==> config.mk <==
export PLATFORM = sky130hd
export DESIGN_NAME = ltab_top
export DESIGN_NICKNAME = d
export VERILOG_FILES = /design/src/hdl/ltab_pkg.sv /design/src/hdl/ltab_persist.sv /design/src/hdl/ltab_top.sv
export VERILOG_INCLUDE_DIRS = /design/src /design/src/hdl
export SDC_FILE = /design/constraint.sdc
export NUM_CORES = 2
export LEC_CHECK = 0
export BUFFER_PORTS_ARGS = -buffer_cell sky130_fd_sc_hd__buf_2
export CAP_MARGIN = 0
export CORE_MARGIN = 2
export CORE_UTILIZATION = 57
export DETAILED_ROUTE_END_ITERATION = 12
export HOLD_SLACK_MARGIN = 0.1
export PLACE_DENSITY = 0.77
export SLEW_MARGIN = 40
export SYNTH_ARGS = -nofsm -noshare
export SYNTH_HDL_FRONTEND = slang
export SYNTH_SLANG_ARGS = --single-unit
export TNS_END_PERCENT = 20
==> constraint.sdc <==
create_clock -name clk_i -period 21.8 [get_ports clk_i]
set_input_delay 5.45 -clock clk_i [delete_from_list [all_inputs] [get_ports clk_i]]
set_output_delay 5.45 -clock clk_i [all_outputs]
set_load 0.01 [all_outputs]
==> src/hdl/ltab_defs.svh <==
// register offsets, persistence sample counts, reset values and widths for the
// limit and alert bank; included by the package and the modules
`ifndef LTAB_DEFS_SVH
`define LTAB_DEFS_SVH

`define LTAB_NCH 4
`define LTAB_ADDR_W 8
`define LTAB_DATA_W 24
`define LTAB_LIM_W 16
`define LTAB_OP_W 24
`define LTAB_PWR_W 32
`define LTAB_CNT_W 5

`define LTAB_OC_BASE 8'h30
`define LTAB_UC_BASE 8'h34
`define LTAB_OP_BASE 8'h38
`define LTAB_OV_BASE 8'h3C
`define LTAB_UV_BASE 8'h40
`define LTAB_PERSIST_ADDR 8'h44

`define LTAB_LIM_RST 16'h0000
`define LTAB_OP_RST 24'h000000
`define LTAB_PERSIST_RST 8'h00

`define LTAB_NEED_00 5'h01
`define LTAB_NEED_01 5'h04
`define LTAB_NEED_10 5'h08
`define LTAB_NEED_11 5'h10

`endif

==> src/hdl/ltab_pkg.sv <==
// types shared by the limit bank and its persistence filter
// assumes ltab_defs.svh is on the include path
`include "ltab_defs.svh"

package ltab_pkg;

    typedef logic signed [`LTAB_LIM_W-1:0] ltab_lim_t;
    typedef logic signed [`LTAB_OP_W-1:0] ltab_op_t;

    // one channel's conversion result
    typedef struct packed {
        logic signed [`LTAB_LIM_W-1:0] current;
        logic signed [`LTAB_LIM_W-1:0] voltage;
        logic signed [`LTAB_PWR_W-1:0] power;
    } ltab_meas_s;

    // per-channel qualified limit flags, bit 0 is channel 1
    typedef struct packed {
        logic [`LTAB_NCH-1:0] oc;
        logic [`LTAB_NCH-1:0] uc;
        logic [`LTAB_NCH-1:0] op;
        logic [`LTAB_NCH-1:0] ov;
        logic [`LTAB_NCH-1:0] uv;
    } ltab_flags_s;

endpackage

==> src/hdl/ltab_persist.sv <==
// consecutive-sample filter for one channel's overcurrent flag
// assumes conv_i is a one-cycle pulse per completed conversion
`timescale 1ns/1ps
`include "ltab_defs.svh"

module ltab_persist (
    input wire logic clk_i,
    input wire logic sys_rst_i,
    input wire logic conv_i,
    input wire logic viol_i,
    input wire logic [1:0] code_i,
    output logic flag_o,
    output logic [`LTAB_CNT_W-1:0] count_o
);
    import ltab_pkg::*;

    logic [`LTAB_CNT_W-1:0] cnt_r, cnt_nxt;
    logic flag_r, flag_nxt;

    // samples needed before the flag rises
    function automatic logic [`LTAB_CNT_W-1:0] need_f(input logic [1:0] c);
        case (c)
            2'h0: need_f = `LTAB_NEED_00;
            2'h1: need_f = `LTAB_NEED_01;
            2'h2: need_f = `LTAB_NEED_10;
            default: need_f = `LTAB_NEED_11;
        endcase
    endfunction

    ////////////////////////////////////////////////////////////////////
    // count saturates at sixteen so a long fault never wraps to zero
    always_comb begin
        cnt_nxt = cnt_r;
        flag_nxt = flag_r;
        if (conv_i) begin
            if (viol_i) begin
                if (cnt_r != `LTAB_NEED_11) begin
                    cnt_nxt = cnt_r + 5'h01;
                end
                if (cnt_nxt >= need_f(code_i)) begin
                    flag_nxt = 1'b1;
                end
            end else begin
                cnt_nxt = 5'h00;
                flag_nxt = 1'b0;
            end
        end
    end

    always_ff @(posedge clk_i or posedge sys_rst_i) begin
        if (sys_rst_i) begin
            cnt_r <= 5'h00;
            flag_r <= 1'b0;
        end else begin
            cnt_r <= cnt_nxt;
            flag_r <= flag_nxt;
        end
    end

    assign flag_o = flag_r;
    assign count_o = cnt_r;

    ////////////////////////////////////////////////////////////////////
    count_hold_a: assert property (@(posedge clk_i) disable iff (sys_rst_i)
        !conv_i |=> $stable(cnt_r) && $stable(flag_r))
        else $error("persistence state moved without a conversion");

    single_sample_a: assert property (@(posedge clk_i) disable iff (sys_rst_i)
        conv_i && viol_i && code_i == 2'h0 |=> flag_r)
        else $error("code 00 did not flag on first violation");

    flag_needs_count_a: assert property (@(posedge clk_i)
        disable iff (sys_rst_i)
        $rose(flag_r) |-> cnt_r >= need_f($past(code_i)))
        else $error("flag rose before enough consecutive samples");

    release_one_a: assert property (@(posedge clk_i) disable iff (sys_rst_i)
        conv_i && !viol_i |=> !flag_r && cnt_r == 5'h00)
        else $error("clean conversion did not release the flag");

endmodule

==> src/hdl/ltab_top.sv <==
// threshold registers and limit comparators for four channels
// assumes a register port already decoded from the serial bus and a
// one-cycle conversion-complete pulse with stable results beside it
//
// Contract
// Four 16-bit signed overcurrent thresholds live at 30h..33h.
// Four 16-bit signed undercurrent thresholds live at 34h..37h.
// The 24-bit signed overpower threshold meets the top power bits.
// Overpower alone is by magnitude, past the limit either way.
// Four overpower thresholds live at 38h..3Bh, channel 1 first.
// Four 16-bit signed overvoltage thresholds live at 3Ch..3Fh.
// Four 16-bit signed undervoltage thresholds live at 40h..43h.
// Two bits per channel pick 1, 4, 8 or 16 overcurrent samples.
// Persistence codes come up as 00, one sample raises the alert.
// The sample count holds until a clean conversion clears it.
// One clean conversion releases the overcurrent alert state.
// The host should mask alerts before rewriting any setting.
// Over flags on greater-than, under flags on less-than, signed.
// Every threshold and persistence register is read/write, zero.
`timescale 1ns/1ps
`include "ltab_defs.svh"

module ltab_top (
    input wire logic clk_i,
    input wire logic sys_rst_i,
    input wire logic [`LTAB_ADDR_W-1:0] reg_addr_i,
    input wire logic reg_wr_i,
    input wire logic [`LTAB_DATA_W-1:0] reg_wdata_i,
    input wire logic reg_rd_i,
    output logic [`LTAB_DATA_W-1:0] reg_rdata_o,
    input wire logic conv_done_i,
    input wire ltab_pkg::ltab_meas_s [`LTAB_NCH-1:0] meas_i,
    output ltab_pkg::ltab_flags_s flags_o,
    output logic alert_o
);
    import ltab_pkg::*;

    localparam int NCH = `LTAB_NCH;

    ltab_lim_t oc_r [NCH];
    ltab_lim_t uc_r [NCH];
    ltab_op_t op_r [NCH];
    ltab_lim_t ov_r [NCH];
    ltab_lim_t uv_r [NCH];
    ltab_lim_t oc_nxt [NCH];
    ltab_lim_t uc_nxt [NCH];
    ltab_op_t op_nxt [NCH];
    ltab_lim_t ov_nxt [NCH];
    ltab_lim_t uv_nxt [NCH];
    logic [7:0] persist_r, persist_nxt;
    logic [`LTAB_DATA_W-1:0] rdata_r, rdata_nxt;
    ltab_flags_s flags_r, flags_nxt, flags_out;
    logic [NCH-1:0] oc_viol, oc_flag;

    // true when addr is the word for channel ch in the block starting at base
    function automatic logic hit_f(input logic [7:0] a, input logic [7:0] b,
                                   input int ch);
        hit_f = (a == b + ch[7:0]);
    endfunction

    // magnitude test on the top power bits against the limit
    function automatic logic op_f(input ltab_meas_s m, input ltab_op_t t);
        logic signed [`LTAB_OP_W:0] top;
        logic signed [`LTAB_OP_W:0] mag;
        top = {m.power[`LTAB_PWR_W-1], m.power[`LTAB_PWR_W-1 -: `LTAB_OP_W]};
        mag = t[`LTAB_OP_W-1] ? -{t[`LTAB_OP_W-1], t} : {1'b0, t};
        op_f = (top > mag) || (top < -mag);
    endfunction

    ////////////////////////////////////////////////////////////////////
    // register writes; the host is expected to mask alerts first since
    // a new limit takes effect on the very next conversion
    always_comb begin
        persist_nxt = persist_r;
        for (int i = 0; i < NCH; i++) begin
            oc_nxt[i] = oc_r[i];
            uc_nxt[i] = uc_r[i];
            op_nxt[i] = op_r[i];
            ov_nxt[i] = ov_r[i];
            uv_nxt[i] = uv_r[i];
            if (reg_wr_i) begin
                if (hit_f(reg_addr_i, `LTAB_OC_BASE, i)) begin
                    oc_nxt[i] = reg_wdata_i[15:0];
                end
                if (hit_f(reg_addr_i, `LTAB_UC_BASE, i)) begin
                    uc_nxt[i] = reg_wdata_i[15:0];
                end
                if (hit_f(reg_addr_i, `LTAB_OP_BASE, i)) begin
                    op_nxt[i] = reg_wdata_i;
                end
                if (hit_f(reg_addr_i, `LTAB_OV_BASE, i)) begin
                    ov_nxt[i] = reg_wdata_i[15:0];
                end
                if (hit_f(reg_addr_i, `LTAB_UV_BASE, i)) begin
                    uv_nxt[i] = reg_wdata_i[15:0];
                end
            end
        end
        if (reg_wr_i && reg_addr_i == `LTAB_PERSIST_ADDR) begin
            persist_nxt = reg_wdata_i[7:0];
        end
    end

    always_ff @(posedge clk_i or posedge sys_rst_i) begin
        if (sys_rst_i) begin
            persist_r <= `LTAB_PERSIST_RST;
            for (int i = 0; i < NCH; i++) begin
                oc_r[i] <= `LTAB_LIM_RST;
                uc_r[i] <= `LTAB_LIM_RST;
                op_r[i] <= `LTAB_OP_RST;
                ov_r[i] <= `LTAB_LIM_RST;
                uv_r[i] <= `LTAB_LIM_RST;
            end
        end else begin
            persist_r <= persist_nxt;
            for (int i = 0; i < NCH; i++) begin
                oc_r[i] <= oc_nxt[i];
                uc_r[i] <= uc_nxt[i];
                op_r[i] <= op_nxt[i];
                ov_r[i] <= ov_nxt[i];
                uv_r[i] <= uv_nxt[i];
            end
        end
    end

    ////////////////////////////////////////////////////////////////////
    // read mux; unmapped addresses return zero, narrow regs zero-fill
    always_comb begin
        rdata_nxt = rdata_r;
        if (reg_rd_i) begin
            rdata_nxt = '0;
            for (int i = 0; i < NCH; i++) begin
                if (hit_f(reg_addr_i, `LTAB_OC_BASE, i)) begin
                    rdata_nxt = {8'h00, oc_r[i]};
                end
                if (hit_f(reg_addr_i, `LTAB_UC_BASE, i)) begin
                    rdata_nxt = {8'h00, uc_r[i]};
                end
                if (hit_f(reg_addr_i, `LTAB_OP_BASE, i)) begin
                    rdata_nxt = op_r[i];
                end
                if (hit_f(reg_addr_i, `LTAB_OV_BASE, i)) begin
                    rdata_nxt = {8'h00, ov_r[i]};
                end
                if (hit_f(reg_addr_i, `LTAB_UV_BASE, i)) begin
                    rdata_nxt = {8'h00, uv_r[i]};
                end
            end
            if (reg_addr_i == `LTAB_PERSIST_ADDR) begin
                rdata_nxt = {16'h0000, persist_r};
            end
        end
    end

    always_ff @(posedge clk_i or posedge sys_rst_i) begin
        if (sys_rst_i) begin
            rdata_r <= '0;
        end else begin
            rdata_r <= rdata_nxt;
        end
    end

    ////////////////////////////////////////////////////////////////////
    // overcurrent goes through the persistence filter; channel 1 owns
    // the top field of the persistence byte
    for (genvar g = 0; g < NCH; g++) begin : g_oc
        assign oc_viol[g] = meas_i[g].current > oc_r[g];
        ltab_persist u_persist (
            .clk_i(clk_i),
            .sys_rst_i(sys_rst_i),
            .conv_i(conv_done_i),
            .viol_i(oc_viol[g]),
            .code_i(persist_r[7-2*g -: 2]),
            .flag_o(oc_flag[g]),
            .count_o()
        );
    end

    ////////////////////////////////////////////////////////////////////
    // the other limits qualify on a single conversion
    always_comb begin
        flags_nxt = flags_r;
        if (conv_done_i) begin
            for (int i = 0; i < NCH; i++) begin
                flags_nxt.uc[i] = meas_i[i].current < uc_r[i];
                flags_nxt.ov[i] = meas_i[i].voltage > ov_r[i];
                flags_nxt.uv[i] = meas_i[i].voltage < uv_r[i];
                flags_nxt.op[i] = op_f(meas_i[i], op_r[i]);
            end
        end
    end

    always_ff @(posedge clk_i or posedge sys_rst_i) begin
        if (sys_rst_i) begin
            flags_r <= '0;
        end else begin
            flags_r <= flags_nxt;
        end
    end

    // the overcurrent field comes straight from the filter flops; a
    // second register here would leave it one conversion behind
    always_comb begin
        flags_out = flags_r;
        flags_out.oc = oc_flag;
    end

    assign flags_o = flags_out;
    assign alert_o = |flags_out; // level, any flag on any channel
    assign reg_rdata_o = rdata_r;

    ////////////////////////////////////////////////////////////////////
    oc_write_a: assert property (@(posedge clk_i) disable iff (sys_rst_i)
        reg_wr_i && reg_addr_i == 8'h33 |=>
        oc_r[3] == $past(reg_wdata_i[15:0]))
        else $error("channel 4 overcurrent limit not written");

    op_read_a: assert property (@(posedge clk_i) disable iff (sys_rst_i)
        reg_rd_i && !reg_wr_i && reg_addr_i == 8'h38 |=>
        reg_rdata_o == op_r[0])
        else $error("overpower limit readback wrong");

    uc_flag_a: assert property (@(posedge clk_i) disable iff (sys_rst_i)
        conv_done_i && meas_i[1].current < uc_r[1] |=> flags_o.uc[1])
        else $error("undercurrent not flagged");

    ov_flag_a: assert property (@(posedge clk_i) disable iff (sys_rst_i)
        conv_done_i && meas_i[2].voltage <= ov_r[2] |=> !flags_o.ov[2])
        else $error("overvoltage flagged at or under limit");

    uv_flag_a: assert property (@(posedge clk_i) disable iff (sys_rst_i)
        conv_done_i && meas_i[3].voltage < uv_r[3] |=> flags_o.uv[3])
        else $error("undervoltage not flagged");

    op_negative_a: assert property (@(posedge clk_i) disable iff (sys_rst_i)
        conv_done_i && !op_r[0][23] &&
        $signed(meas_i[0].power[31 -: 24]) < -$signed({1'b0, op_r[0]})
        |=> flags_o.op[0])
        else $error("negative overpower not flagged");

    alert_tie_a: assert property (@(posedge clk_i) disable iff (sys_rst_i)
        flags_o.oc[0] |-> alert_o)
        else $error("overcurrent flag not on alert");

    persist_rw_a: assert property (@(posedge clk_i) disable iff (sys_rst_i)
        reg_wr_i && reg_addr_i == 8'h44 ##1 reg_rd_i && !reg_wr_i &&
        reg_addr_i == 8'h44 |=> reg_rdata_o[7:0] == $past(persist_r))
        else $error("persistence readback wrong");

    uc_write_a: assert property (
        @(posedge clk_i) disable iff (sys_rst_i)
        reg_wr_i && reg_addr_i == 8'h34 |=>
        uc_r[0] == $past(reg_wdata_i[15:0]))
        else $error("channel 1 undercurrent limit not written");

    op_write_a: assert property (
        @(posedge clk_i) disable iff (sys_rst_i)
        reg_wr_i && reg_addr_i == 8'h3B |=> op_r[3] == $past(reg_wdata_i))
        else $error("channel 4 overpower limit not written");

    ov_write_a: assert property (
        @(posedge clk_i) disable iff (sys_rst_i)
        reg_wr_i && reg_addr_i == 8'h3C |=>
        ov_r[0] == $past(reg_wdata_i[15:0]))
        else $error("channel 1 overvoltage limit not written");

    uv_write_a: assert property (
        @(posedge clk_i) disable iff (sys_rst_i)
        reg_wr_i && reg_addr_i == 8'h43 |=>
        uv_r[3] == $past(reg_wdata_i[15:0]))
        else $error("channel 4 undervoltage limit not written");

    persist_write_a: assert property (
        @(posedge clk_i) disable iff (sys_rst_i)
        reg_wr_i && reg_addr_i == 8'h44 |=>
        persist_r == $past(reg_wdata_i[7:0]))
        else $error("persistence codes not written");

    unmapped_read_a: assert property (
        @(posedge clk_i) disable iff (sys_rst_i)
        reg_rd_i && reg_addr_i == 8'h45 |=> reg_rdata_o == 24'h000000)
        else $error("unmapped address did not read zero");

    oc_single_a: assert property (
        @(posedge clk_i) disable iff (sys_rst_i)
        conv_done_i && persist_r[7:6] == 2'h0 &&
        meas_i[0].current > oc_r[0] |=> flags_o.oc[0])
        else $error("code 00 overcurrent not on the next cycle");

    oc_release_a: assert property (
        @(posedge clk_i) disable iff (sys_rst_i)
        conv_done_i && meas_i[0].current <= oc_r[0] |=> !flags_o.oc[0])
        else $error("clean conversion left the overcurrent flag up");

    op_positive_a: assert property (
        @(posedge clk_i) disable iff (sys_rst_i)
        conv_done_i && !op_r[1][23] &&
        $signed(meas_i[1].power[31 -: 24]) > $signed({1'b0, op_r[1]})
        |=> flags_o.op[1])
        else $error("positive overpower not flagged");

endmodule

==> impl_summary.log <==
[metrics] status: complete, no violations
[metrics] drt first-iter violations: 3417
[metrics] final core utilization: 64.19%
[metrics] routed wirelength normalized by instance count: 23.98 um
[metrics] setup slack after layout: 13.13 ns
[metrics] GRT Overall Usage: 35.97%
[metrics] EDFF count, synth: 0
[metrics] Slew @ Worst Pin: 0.8878 ns
[metrics] Total Routed Length: 115.6 mm
[metrics] latest clock arrival within the worst-skew pair: 0.61 ns
[metrics] Yosys warning count: 0
[metrics] IR drop worst, VDD: 0.05569 mV
[metrics] Avg Vias per Cell: 6.534
[metrics] final-report setup violation count: 0
[metrics] maximum buffer depth of the clock tree: 3
[metrics] total power of the final layout: 2.601 mW
[metrics] startpoint of the worst-slack reg-to-reg timing path: op_r[24]
[metrics] netlist area before placement: 35040 um2
[metrics] post-layout instance area: 38890 um2
[metrics] TritonCTS clock tree: built
[metrics] Sink Count: 424
[metrics] sum of negative setup slack: 0 ns
[metrics] GP Congestion: 0.9940
[metrics] shortest clock period the worst path allows after layout: 8.668 ns
[metrics] Clk Tree Root Cell: clkbuf_16
[metrics] total clock buffers created by CTS: 49
[metrics] post-synthesis area per instance: 9.286 um2
[metrics] max_slew headroom: 40.81%
[metrics] most used cell along the critical path: buf_4
[metrics] power density normalized to cell area: 66.89 nW/um2
[metrics] FF-to-FF setup slack: 16.68 ns
[metrics] placed instance count: 4707
[metrics] pins over their slew limit: 0
[metrics] FFs w/ async S/R, synth: 100.0%
[metrics] Crit-path slowest cell: buf_4
[metrics] register area share after synthesis: 30.28%
[metrics] area of the core: 60580 um2
[metrics] clock transition at the registers of the reported paths: 0.06 ns
[metrics] Area growth, synth to finish: 10.99%
[metrics] end point of the most critical hold path: uv_r[8]
[metrics] Mapped Cells: 3773
[metrics] quantity of gates resized following cts: 0
[metrics] maxcap violations: 0
[metrics] arrival time worst endpoint: 9.13 ns
[metrics] Hold Crit Start: uv_r[8]
[metrics] final worst-path cycle share: 39.76%
[metrics] Min-Delay Path Class: flop to flop
[metrics] starting utilization of the core area: 57.83%
[metrics] dominant synthesized flop cell: dfrtp_1
[metrics] die area: 63470 um2
[metrics] cell leakage power: 18.04 nW
[metrics] number of hold buffers added after cts: 0
[metrics] net count of the finished layout: 4742
[metrics] count of input and output buffers: 305
[metrics] width of the chip: 251.9 um
[metrics] RSZ-0062 raised after global routing: no
[metrics] sort of element at the end of the critical path: flop
[metrics] residual overflow from global routing: 0
[metrics] fraction of final layout cells sized beyond drive strength 1: 20.64%
[metrics] R2R cell count: 16
[metrics] sum of net half-perimeters after detailed placement: 86.88 mm
[metrics] count of final hold-check violations: 0
[metrics] largest net degree at the start of global routing: 102
[metrics] setup fix buffers added after clock tree synthesis: 0
[metrics] count of cells along the worst hold path: 1
[metrics] die height: 251.9 um
[metrics] Startpoint Class: primary input
[metrics] Antenna Nets Post-Route: 0
[metrics] largest incremental delay on the critical path: 0.66 ns
[metrics] antenna violations before repair: 25
[metrics] Fmax: 0.1154 GHz
[metrics] series of cell instances along the critical path: buf_2 > buf_4 > buf_4 > nand2b_1 > buf_4 > o22ai_1 > a22oi_1 > o211ai_1 > a211oi_1 > o21ai_0 > a222oi_1 > a21oi_1
[metrics] endpoint of the worst register-to-register path: flags_o[10]
[metrics] first-pass GRT wire length: 175.9 mm
[metrics] via total after detailed routing: 31490
[metrics] Filler Cells Inserted: 4989
[metrics] pre-CTS worst setup slack: 12.68 ns
[metrics] CP Buf/Inv Count: 4
[metrics] critical path class: primary input to flop
[metrics] post-synthesis sequential element count: 424
[metrics] top fanout value on the critical path: 42
[metrics] worst hold slack across all endpoints: 0.5054 ns
[metrics] number of levels the H-tree was split into: 2
[metrics] vias in the first global route: 29880
[metrics] worst clock skew: 0.02450 ns
[metrics] DRC Markers: 0
[metrics] number of rows created at floorplan: 90
[metrics] data required time of the critical path: 22.26 ns
[metrics] non-filler cells, final: 4820
[metrics] top cell family by delay on the critical path: compound AO/OA/AOI/OAI gates
[metrics] post-synth cell types: 91
[metrics] number of top-level pins: 338
[metrics] Post-DP Area: 37120 um2
[metrics] number of detailed-routing iterations run before antenna repair: 6
[logic make-up (layout without fill, tap and decap cells)]
kind of cell	Yosys count	in the layout	share of synthesized area, %
AOI/OAI and AO/OA	898	898	17.24
xor gates and xnor gates	184	184	4.621
buffers and inverters	499	740	5.435
adders and majority gates	472	472	16.86
muxes	392	392	12.46
and+or+nand+nor	903	903	13.09
other	1	25	0.01070
DFF	424	424	30.28
[layout make-up]
type                    instances  area [um2]  share of cell area, %
clock inverters                28       329.1                 0.8462
multi-input cells            2853       22580                  58.07
well taps                     782       978.4                  2.516
flip-flops and latches        424       10610                  27.29
clock buffers                  63        1341                  3.449
repair buffers                333        1797                  4.620
diodes                         21       52.55                 0.1351
inverters                     316        1194                  3.069
[how the worst max path moves through the flow]
stage / from / endpoint / slack, ns / cells after the start
2_1_floorplan: sys_rst_i / flags_o[0] / 4.55 / 1
3_3_place_gp: reg_addr_i[3] / op_r[64] / 12.63 / 7
3_5_place_dp: reg_addr_i[3] / reg_rdata_o[3] / 12.68 / 11
4_1_cts: reg_addr_i[3] / reg_rdata_o[3] / 13.28 / 11
5_1_grt: reg_addr_i[3] / reg_rdata_o[3] / 13.08 / 11
6_report: reg_addr_i[3] / reg_rdata_o[6] / 13.13 / 12
[state kept, by name (all words and copies together), names as in the netlist]
register                cells
op_r                       96
oc_r                       64
ov_r                       64
uc_r                       64
uv_r                       64
reg_rdata_o                24
g_oc.u_persist.count_o     20
flags_o                    16
persist_r                   8
g_oc.u_persist.flag_o       4
[layer usage]
layer,GRT usage [%],up-vias,wire length (um)
met2,53.70,1703,49650
met1,49.18,15120,47370
met3,7.851,328,12370
met4,18.19,16,6077
li1,-,14330,-
met5,0,-,99
[power by group]
group	total (mW)	internal, mW	switching (mW)	leakage (nW)
sequential	0.913	0.837	0.0762	5.70
clock	0.873	0.510	0.363	0.815
combinational	0.815	0.347	0.468	11.5
[cells in the final DEF (no fill, tap or decap), types with 50 or more instances in the layout]
cell and n:
inv_1 315, a21o_1 67, o21ai_0 221, nor2_1 204
dfrtp_1 422, buf_2 305, xor2_1 96, ha_1 472
xnor2_1 87, nand4_1 64, clkbuf_16 51, a211oi_1 50
a21oi_1 172, nor2b_1 53, mux2_2 353, nand2_1 212
nand3_1 94, nor3_1 64
[synthesized netlist by cell type (12+ instances only)]
library cell  instances  area (um2)
ha_1                472        5906
dfrtp_1             424       10610
mux2_2              353        3975
inv_1               316        1186
o21ai_0             223        1116
nand2_1             216       810.8
nor2_1              208       780.8
a21oi_1             172       860.8
clkbuf_1            157       589.3
nand3_1              98       490.5
xor2_1               96       840.8
xnor2_1              87       762.0
a21o_1               67       503.0
nand4_1              64       400.4
nor3_1               64       320.3
nor2b_1              53       331.6
a211oi_1             50       375.4
o211ai_1             40       300.3
mux2i_1              39       390.4
nand2b_1             39       244.0
a221oi_1             36       315.3
nor4_1               32       200.2
o31ai_1              32       240.2
o22ai_1              29       181.4
o21a_1               27       202.7
o221ai_1             27       236.5
a31oi_1              18       112.6
and3_1               18       112.6
o2bb2ai_1            18       157.7
o41ai_1              18       157.7
or3_1                18       112.6
buf_1                16       60.06
or2_2                16       100.1
a22oi_1              14       105.1
or4_1                13       97.59
nor4bb_1             12       120.1
Note: power is estimated with default switching activity, not from simulation.
